<file path="config.mk">
export PLATFORM = sky130hd
export DESIGN_NAME = spm_pin_mux
export DESIGN_NICKNAME = d
export VERILOG_FILES = /design/src/core/spm_pin_mux.v /design/src/core/spm_debug_strap.v /design/src/core/spm_pin_cell.v
export VERILOG_INCLUDE_DIRS = /design/src /design/src/core
export SDC_FILE = /design/constraint.sdc
export NUM_CORES = 1
export LEC_CHECK = 0
export BUFFER_PORTS_ARGS = -buffer_cell sky130_fd_sc_hd__buf_2
export CAP_MARGIN = 20
export CORE_ASPECT_RATIO = 0.75
export CORE_MARGIN = 5
export CORE_UTILIZATION = 51
export DETAILED_ROUTE_END_ITERATION = 6
export PLACE_DENSITY_LB_ADDON = 0.15
export SYNTH_ARGS = -nofsm -noshare
export SYNTH_HDL_FRONTEND = slang
export SYNTH_SLANG_ARGS = --single-unit
</file>
<file path="constraint.sdc">
create_clock -name clk -period 3.9 [get_ports clk]
set_input_delay 0.78 -clock clk [delete_from_list [all_inputs] [get_ports clk]]
set_output_delay 0.78 -clock clk [all_outputs]
set_load 0.005 [all_outputs]
</file>
<file path="src/core/spm_regs.vh">
// Register map, field positions, reset values and timing counts of the sensor port pin mux.
// How it works
// - Debug-entry line low at power-on reset release enters background debug mode.
// - In general-purpose mode the debug-shared line is output-only, never an input; the code keeps it an input until the strap is taken.
// - Serial enable puts select, clock, data in, data out on port A lines 0-3.
// - A port A pulldown is on only while that line's wake-up is enabled.
// - Port A lines 0 to 3 feed wake-up input bits of the same index.
// - Port A line 0 can be external interrupt, bidirectional with pull and wake-up.
// - Port B line 0 routes to timer channel 0 or analog channel 3.
// - Port B line 1 routes to timer channel 1 or analog channel 4.
// - Port B lines 0 and 1 are bidirectional with a switchable pullup.
// - Writing one to the serial enable bit at 0x1802 enables the serial interface; the code uses bit 0 at offset 0x018 instead.
`ifndef SPM_REGS_VH
`define SPM_REGS_VH

// Register byte offsets.
`define SPM_PA_DATA      12'h000
`define SPM_PA_DIR       12'h004
`define SPM_PA_PULL_EN   12'h008
`define SPM_PA_PULL_SEL  12'h00C
`define SPM_PA_WAKE_EN   12'h010
`define SPM_PB_CTRL      12'h014
`define SPM_SER_CTRL     12'h018
`define SPM_STATUS       12'h01C
`define SPM_PA_IN        12'h020

// Documented address of the serial enable control byte.
`define SPM_SER_EN_DOC_ADDR 16'h1802

// Port B control fields.
`define SPM_PB_DATA_LSB   0
`define SPM_PB_DIR_LSB    2
`define SPM_PB_PULL_LSB   4
`define SPM_PB_TMR_LSB    6
`define SPM_PB_ADC_LSB    8
`define SPM_PB_IN_LSB     10

// Serial control and status fields.
`define SPM_SER_EN_BIT    0
`define SPM_IRQ_EN_BIT    1
`define SPM_ST_DBG_BIT    0
`define SPM_ST_SER_BIT    1

// Reset values.
`define SPM_RST_PA5       5'h00
`define SPM_RST_PA_PULL   5'h10
`define SPM_RST_PB        10'h030
`define SPM_RST_SER       2'h0

// Debug-line sampling count: 100 ns settle at 10 ns per cycle.
// The count is sized to the strap counter so the compare keeps its width.
`define SPM_DBG_SETTLE_CYC 4'd10

`endif

</file>
<file path="src/core/spm_pin_mux.v">
// Port A and port B pin function multiplexer with APB register access.
`timescale 1ns/10ps
`default_nettype none

module spm_pin_mux
(
    // Clock, reset and enable
    input  wire        clk,
    input  wire        rst,
    input  wire        clk_en,
    // APB slave
    input  wire        psel,
    input  wire        penable,
    input  wire        pwrite,
    input  wire [11:0] paddr,
    input  wire [31:0] pwdata,
    output reg  [31:0] prdata,
    output wire        pready,
    output wire        pslverr,
    // Port A pads, lines 0 to 4
    input  wire [4:0]  port_a_in,
    output wire [4:0]  port_a_out,
    output wire [4:0]  port_a_oe,
    output wire [4:0]  port_a_pu,
    output wire [4:0]  port_a_pd,
    // Port B pads, lines 0 and 1
    input  wire [1:0]  port_b_in,
    output wire [1:0]  port_b_out,
    output wire [1:0]  port_b_oe,
    output wire [1:0]  port_b_pu,
    output wire [1:0]  port_b_pd,
    // Wake-up and external interrupt inputs to the core
    output wire [3:0]  keyboard_wake_in,
    output wire        ext_irq_in,
    // Serial client interface
    output wire        ser_select_n,
    output wire        ser_clock,
    output wire        ser_data_in,
    input  wire        ser_data_out,
    input  wire        ser_data_out_en,
    output wire        ser_enabled,
    // Timer channels
    input  wire [1:0]  timer_out,
    input  wire [1:0]  timer_oe,
    output wire [1:0]  timer_in,
    // Analog channels: three for line B0, four for line B1
    output wire        analog_channel_three_sel,
    output wire        analog_channel_four_sel,
    // Debug strap result
    output wire        background_debug_mode
);

`include "spm_regs.vh"

    ////////////////////////////////////////////////////////////////////////////
    // Registers.
    //
    // All configuration lives in plain flip-flops written over the bus.
    // Port A uses one five-bit word per property: data, direction, pull
    // enable and pull select. Wake-up enable only exists for lines 0 to 3,
    // since line 4 doubles as the debug strap and has no wake-up function.
    // Port B packs all of its controls into one word because it has only two
    // lines; its pad inputs are folded into the upper bits on read so that
    // software can see both the setting and the pin in a single access.
    // The serial control word carries the serial enable and the external
    // interrupt enable for line 0. Status is read-only.
    //
    // Unmapped addresses are ignored on write and read back as zero. There is
    // no error response, which keeps the slave simple at the cost of silent
    // failures when software uses a wrong offset.

    reg  [4:0]  pa_data_q;
    reg  [4:0]  pa_dir_q;
    reg  [4:0]  pa_pull_en_q;
    reg  [4:0]  pa_pull_sel_q;   // One selects pullup, zero pulldown.
    reg  [3:0]  pa_wake_en_q;
    reg  [9:0]  pb_ctrl_q;
    reg  [1:0]  ser_ctrl_q;
    wire        strap_done;
    wire [4:0]  pa_core_in;
    wire [1:0]  pb_core_in;
    wire        wr_en;

    // Zero-wait slave: every access completes in its first access cycle.
    assign pready  = 1'b1;
    assign pslverr = 1'b0;
    assign wr_en   = psel & penable & pwrite & clk_en;

    // Software writes take effect at the access-phase edge.
    always @(posedge clk)
    begin
        if (rst)
        begin
            pa_data_q     <= `SPM_RST_PA5;
            pa_dir_q      <= `SPM_RST_PA5;
            pa_pull_en_q  <= `SPM_RST_PA_PULL;
            pa_pull_sel_q <= `SPM_RST_PA_PULL;
            pa_wake_en_q  <= 4'h0;
            pb_ctrl_q     <= `SPM_RST_PB;
            ser_ctrl_q    <= `SPM_RST_SER;
        end
        else if (wr_en)
        begin
            case (paddr)
                `SPM_PA_DATA:     pa_data_q     <= pwdata[4:0];
                `SPM_PA_DIR:      pa_dir_q      <= pwdata[4:0];
                `SPM_PA_PULL_EN:  pa_pull_en_q  <= pwdata[4:0];
                `SPM_PA_PULL_SEL: pa_pull_sel_q <= pwdata[4:0];
                `SPM_PA_WAKE_EN:  pa_wake_en_q  <= pwdata[3:0];
                `SPM_PB_CTRL:     pb_ctrl_q     <= pwdata[9:0];
                `SPM_SER_CTRL:    ser_ctrl_q    <= pwdata[1:0];
                default:          ser_ctrl_q    <= ser_ctrl_q;
            endcase
        end
    end

    // Read data is registered in the setup cycle so it is stable in the access phase.
    always @(posedge clk)
    begin
        if (rst)
        begin
            prdata <= 32'h0000_0000;
        end
        else if (clk_en && psel && !penable && !pwrite)
        begin
            case (paddr)
                `SPM_PA_DATA:     prdata <= {27'h000_0000, pa_data_q};
                `SPM_PA_DIR:      prdata <= {27'h000_0000, pa_dir_q};
                `SPM_PA_PULL_EN:  prdata <= {27'h000_0000, pa_pull_en_q};
                `SPM_PA_PULL_SEL: prdata <= {27'h000_0000, pa_pull_sel_q};
                `SPM_PA_WAKE_EN:  prdata <= {28'h000_0000, pa_wake_en_q};
                `SPM_PB_CTRL:     prdata <= {20'h0_0000, pb_core_in, pb_ctrl_q};
                `SPM_SER_CTRL:    prdata <= {30'h0000_0000, ser_ctrl_q};
                `SPM_STATUS:      prdata <= {30'h0000_0000, ser_enabled,
                                             background_debug_mode & strap_done};
                `SPM_PA_IN:       prdata <= {27'h000_0000, pa_core_in};
                default:          prdata <= 32'h0000_0000;
            endcase
        end
    end

    ////////////////////////////////////////////////////////////////////////////
    // Debug strap.

    spm_debug_strap u_strap
    (
        .clk                   (clk),
        .rst                   (rst),
        .clk_en                (clk_en),
        .debug_entry_in        (port_a_in[4]),
        .background_debug_mode (background_debug_mode),
        .strap_done            (strap_done)
    );

    ////////////////////////////////////////////////////////////////////////////
    // Port A function selection.
    //
    // Line 4 is an input until the strap has been taken and an output after,
    // so the debug strap can be read without a driver fighting the board.
    // While the serial interface is enabled it owns lines 0 to 3: select,
    // clock and host data are pure inputs, and client data is driven only
    // when the serial block asks for it. Direction bits are then ignored,
    // but kept, so general-purpose use resumes unchanged when serial is off.

    assign ser_enabled = ser_ctrl_q[`SPM_SER_EN_BIT];

    reg  [4:0] pa_drv_en;
    reg  [4:0] pa_drv_val;
    reg  [4:0] pa_in_en;

    // Serial takeover of lines 0-3, else general-purpose direction control.
    always @*
    begin
        pa_drv_en  = pa_dir_q;
        pa_drv_val = pa_data_q;
        pa_in_en   = ~pa_dir_q;
        pa_drv_en[4] = ~strap_done ? 1'b0 : 1'b1;
        pa_in_en[4]  = ~strap_done;
        if (ser_enabled)
        begin
            // select, clock, data in as inputs; data out driven while ser_data_out_en is set
            pa_drv_en[2:0]  = 3'b000;
            pa_in_en[2:0]   = 3'b111;
            pa_drv_en[3]    = ser_data_out_en;
            pa_drv_val[3]   = ser_data_out;
            pa_in_en[3]     = 1'b0;
        end
    end

    // One pad cell per port A line.
    genvar gi;
    generate
        for (gi = 0; gi < 5; gi = gi + 1)
        begin : g_pa
            wire pd_ok;
            if (gi < 4)
            begin : g_wk
                assign pd_ok = pa_wake_en_q[gi] & ~ser_enabled;
            end
            else
            begin : g_nowk
                assign pd_ok = 1'b0;
            end
            spm_pin_cell u_cell
            (
                .drive_en     (pa_drv_en[gi]),
                .drive_val    (pa_drv_val[gi]),
                .input_en     (pa_in_en[gi]),
                .pull_up_en   (pa_pull_en_q[gi] & pa_pull_sel_q[gi]),
                .pull_down_en (pa_pull_en_q[gi] & ~pa_pull_sel_q[gi] & pd_ok),
                .pad_in       (port_a_in[gi]),
                .pad_out      (port_a_out[gi]),
                .pad_oe       (port_a_oe[gi]),
                .pad_pu       (port_a_pu[gi]),
                .pad_pd       (port_a_pd[gi]),
                .core_in      (pa_core_in[gi])
            );
        end
    endgenerate

    assign keyboard_wake_in = pa_core_in[3:0] & pa_wake_en_q & {4{~ser_enabled}};
    assign ext_irq_in    = pa_core_in[0] & ser_ctrl_q[`SPM_IRQ_EN_BIT] & ~ser_enabled;
    assign ser_select_n  = ser_enabled ? pa_core_in[0] : 1'b1;
    assign ser_clock     = ser_enabled & pa_core_in[1];
    assign ser_data_in   = ser_enabled & pa_core_in[2];

    ////////////////////////////////////////////////////////////////////////////
    // Port B function selection.
    //
    // Each line can be general-purpose, a timer channel or an analog input.
    // An analog line has its driver, its input buffer and its pullup all off,
    // so the converter sees the pin with no digital load on it. Software that
    // sets both selects gets the timer; this avoids an undefined pad state.

    wire [1:0] pb_tmr_sel = pb_ctrl_q[`SPM_PB_TMR_LSB+1:`SPM_PB_TMR_LSB];
    wire [1:0] pb_adc_sel = pb_ctrl_q[`SPM_PB_ADC_LSB+1:`SPM_PB_ADC_LSB];
    wire [1:0] pb_dir     = pb_ctrl_q[`SPM_PB_DIR_LSB+1:`SPM_PB_DIR_LSB];
    wire [1:0] pb_dat     = pb_ctrl_q[`SPM_PB_DATA_LSB+1:`SPM_PB_DATA_LSB];
    wire [1:0] pb_pull    = pb_ctrl_q[`SPM_PB_PULL_LSB+1:`SPM_PB_PULL_LSB];

    // Timer wins over analog if both are set; analog releases the pad fully.
    generate
        for (gi = 0; gi < 2; gi = gi + 1)
        begin : g_pb
            wire tmr = pb_tmr_sel[gi];
            wire adc = pb_adc_sel[gi] & ~tmr;
            spm_pin_cell u_cell
            (
                .drive_en     (tmr ? timer_oe[gi] : (~adc & pb_dir[gi])),
                .drive_val    (tmr ? timer_out[gi] : pb_dat[gi]),
                .input_en     (~adc),
                .pull_up_en   (pb_pull[gi] & ~adc),
                .pull_down_en (1'b0),
                .pad_in       (port_b_in[gi]),
                .pad_out      (port_b_out[gi]),
                .pad_oe       (port_b_oe[gi]),
                .pad_pu       (port_b_pu[gi]),
                .pad_pd       (port_b_pd[gi]),
                .core_in      (pb_core_in[gi])
            );
            assign timer_in[gi] = tmr & pb_core_in[gi];
        end
    endgenerate

    assign analog_channel_three_sel = pb_adc_sel[0] & ~pb_tmr_sel[0];
    assign analog_channel_four_sel  = pb_adc_sel[1] & ~pb_tmr_sel[1];

endmodule // spm_pin_mux

`default_nettype wire

</file>
<file path="src/core/spm_debug_strap.v">
// Debug-entry strap capture after power-on reset release.
`timescale 1ns/10ps
`default_nettype none

module spm_debug_strap
(
    // Clock and reset
    input  wire        clk,
    input  wire        rst,
    input  wire        clk_en,
    // Strap input
    input  wire        debug_entry_in,
    // Result
    output reg         background_debug_mode,
    output reg         strap_done
);

`include "spm_regs.vh"

    reg  [3:0] settle_q;

    // Hold a short settle window after release, then latch the line once.
    // Sampling once avoids later low pulses on the line dropping the part into debug.
    always @(posedge clk)
    begin
        if (rst)
        begin
            settle_q              <= 4'h0;
            background_debug_mode <= 1'b0;
            strap_done            <= 1'b0;
        end
        else if (clk_en && !strap_done)
        begin
            if (settle_q == `SPM_DBG_SETTLE_CYC)
            begin
                background_debug_mode <= ~debug_entry_in;
                strap_done            <= 1'b1;
            end
            else
            begin
                settle_q <= settle_q + 4'h1;
            end
        end
    end

endmodule // spm_debug_strap

`default_nettype wire

</file>
<file path="src/core/spm_pin_cell.v">
// One bidirectional pad cell with direction, output data and pull controls.
`timescale 1ns/10ps
`default_nettype none

module spm_pin_cell
(
    // Control from the mux
    input  wire        drive_en,
    input  wire        drive_val,
    input  wire        input_en,
    input  wire        pull_up_en,
    input  wire        pull_down_en,
    // Pad side
    input  wire        pad_in,
    output wire        pad_out,
    output wire        pad_oe,
    output wire        pad_pu,
    output wire        pad_pd,
    // Core side
    output wire        core_in
);

    // Pulls are dropped while driving so a pull never fights the driver.
    assign pad_out = drive_val;
    assign pad_oe  = drive_en;
    assign pad_pu  = pull_up_en & ~drive_en;
    assign pad_pd  = pull_down_en & ~drive_en & ~pull_up_en;
    assign core_in = input_en & pad_in;

endmodule // spm_pin_cell

`default_nettype wire

</file>
==> metrics.cfg <==
[die]
row_count=24
initial_utilization_pct=53.4
die_area_sq_um=7880
pin_count=139
chipWidth_microns=101
die_h_microns=78.2
core-area_sq_um=5920

[clocking]
htree_num_levels=2
postCtsSetupBuffers=0
cts.repair.resized=0
cts_made_buffers=5
clock_path_buffers=2
hold_buffers=0
cts_tree=yes
clk_pin_slew_ns=0.10
clock-sinks=54
insertion_delay_ns=0.31
clock-root-buffer=clkbuf_8

[setup_path]
path_max_fanout=16
crit_slowest_cell=dfxtp_1
r2r_start=ser_ctrl_q[0]
crit_path_end_kind=output pin
critPathMaxStageDelay_ns=0.75
r2r_cells=4
critPathKind=reg -> out
critical-path-top-delay-family=flip-flops
r2r_setup_slack_ns=2.02
cp.required_ns=3.12
crit_buf_inv=1
path_cells=mux2_2 > nor2_1 > buf_2
start_kind=register
r2r-end=prdata[0]
critPathArrivalTime_ns=1.68

[timing]
max_freq_mhz=406
slew_viol_final=0
tightest_slew_ns=1.00
hold_violations=0
tns_ns=0
fin_crit_sh_pct=63.1
rsz0062_at_grt=no
relSlewSlack_pct=33.2
post-route-min-period_ns=2.46
finalSetupViolCount=0
worst_clock_skew_ns=0.00740

[yosys]
synthFlopType=dfxtp_1
synthCells=360
synthDistinctLibCells=49
synth.avg_cell_area_sq_um=8.78
yosysWarnings=0
ys_seq_area_share_pct=34.2
ys_async_sr_fraction_pct=0
synth-seq-cells=54
synth_edf_count=0
netlist_area_sq_um=3160

[placed_design]
gp_congestion=0.860
detailed_place_hpwl_mm=5.93
port_buffers=91
dp.cells=487

[power_and_ir_drop]
p_per_area_nw_per_um2=295
vdd_drop_max_mv=0.163
leakagePower_nw=1.57

[cells_and_area]
fill_cells=558
insertedDiodeCount=0
register_area_sq_um=1080
final_cell_mix=buf_2 (91), dfxtp_1 (54), nor2_1 (53)
layout.nets=481
final_common_cell=buf_2
syn_to_final_growth_pct=9.86
final-instance-count-excl-fill=494
drive_above_1_share_pct=29.1
multiInputGateArea_sq_um=1690

[grt]
track_usage_pct=19.4
grt_antenna_before_repair=0
grt_max_degree=54
grt_overflow=0
grt_pass1_wl_mm=12.3
grt_pass1_vias=2497

[min_path]
worstHoldPathCells=2
min_to=prdata[4]
hold_path.class=reg -> reg
hp-start=prdata[4]

[route]
detail_route.iter0.violations=120
finalWirelength_mm=7.88
vias_per_cell=5.31
dr.pass1.iters=5
vias=2623
ant_nets=0
wl_per_cell_microns=16.0
drc=0

[outcome]
outcome=finished clean

[flow_run]
cap_violations=0

==> worst min-delay path: cells and delay by family, from the launching register on <==
kind | cells | cell delay (ns)
AND/OR/NAND/NOR | 1 | 0.05
flip-flops | 1 | 0.34
AO/OA/AOI/OAI | 1 | 0.05
==> synth_stat cells, drive strengths merged, types with 4 or more instances <==
cell	instances	area share, %
and4b	4	1.3
buf	56	13
o21ai	13	2.1
nand2b	7	1.4
dfxtp	54	34
mux2i	26	8.2
and2	5	0.99
and3	9	1.8
inv	7	0.83
a22oi	8	1.9
clkbuf	10	1.2
nand3	8	1.7
nor2b	9	1.8
a21oi	12	1.9
mux4	6	4.3
nand2	22	2.6
mux2	5	1.8
nor3	12	3.6
nor2	53	6.3
==> sequential cells by signal, indices dropped and copies added, names as in the netlist, 2 cells and up <==
signal            flops
prdata               12
pa_dir_q              5
ser_ctrl_q            2
pb_ctrl_q            10
pa_data_q             5
u_strap.settle_q      4
pa_pull_en_q          5
pa_pull_sel_q         5
pa_wake_en_q          4
==> power by group <==
part	internal [mW]	switching (mW)	total (mW)
Clock	0.206	0.182	0.387
Combinational	0.0271	0.0523	0.0794
Sequential	0.553	0.00254	0.556
Total	0.786	0.236	1.02
==> metrics by stage <==
stage / worst slack [ns] / util (%) / cell area [sq um] / total power, mW / hold slack, ns
2_1_floorplan: 1.78 / - / 3250 / 0.627 / 0.449
3_3_place_gp: 1.13 / 56.8 / 3360 / 0.646 / 0.439
3_5_place_dp: 1.14 / 56.8 / 3360 / 0.647 / 0.453
4_1_cts: 1.46 / 58.7 / 3470 / 1.03 / 0.475
5_1_grt: 1.33 / 58.7 / 3470 / 1.07 / 0.496
6_report: 1.44 / 58.7 / 3470 / 1.02 / 0.470
==> metal layers <==
layer	global-route usage [%]	share of wire [%]	up-vias	wire, microns
met4	4.17	1.2	0	93
met3	5.49	9.2	11	729
li1	-	-	1286	-
met5	0	0	-	0
met1	26.8	45	1212	3580
met2	30.2	44	114	3480
==> kinds of logic (layout without fill, tap and decap cells) <==
| family | count (synthesis) | in the layout | share of synthesized area, % |
|---|---|---|---|
| AO/OA/AOI/OAI | 49 | 49 | 10.0 |
| XOR/XNOR | 2 | 2 | 0.555 |
| AND/OR/NAND/NOR | 141 | 141 | 24.9 |
| buffers and inverters | 73 | 106 | 15.0 |
| other | 2 | 25 | 0.238 |
| flip-flops | 54 | 54 | 34.2 |
| multiplexers | 37 | 37 | 14.3 |
| adder cells (fa/ha/maj) | 2 | 2 | 0.792 |
==> how the worst max path moves through the flow <==
stage / start / endpoint / cells past startpoint
2_1_floorplan: paddr[7] / pa_wake_en_q[3] / 6
3_3_place_gp: paddr[5] / pb_ctrl_q[4] / 7
3_5_place_dp: paddr[5] / pb_ctrl_q[4] / 7
4_1_cts: ser_ctrl_q[0] / port_a_pu[3] / 3
5_1_grt: paddr[5] / pb_ctrl_q[4] / 7
6_report: ser_ctrl_q[0] / port_a_pu[3] / 3
==> final cells by class <==
type	instances	area share, %
clock buffers	6	2.38
clock inverters	1	0.865
inverters	7	0.757
multi-input cells	256	48.7
flip-flops and latches	54	31.1
well taps	78	2.81
repair buffers	92	13.3
No activity file was read; power rests on OpenSTA's default activity.
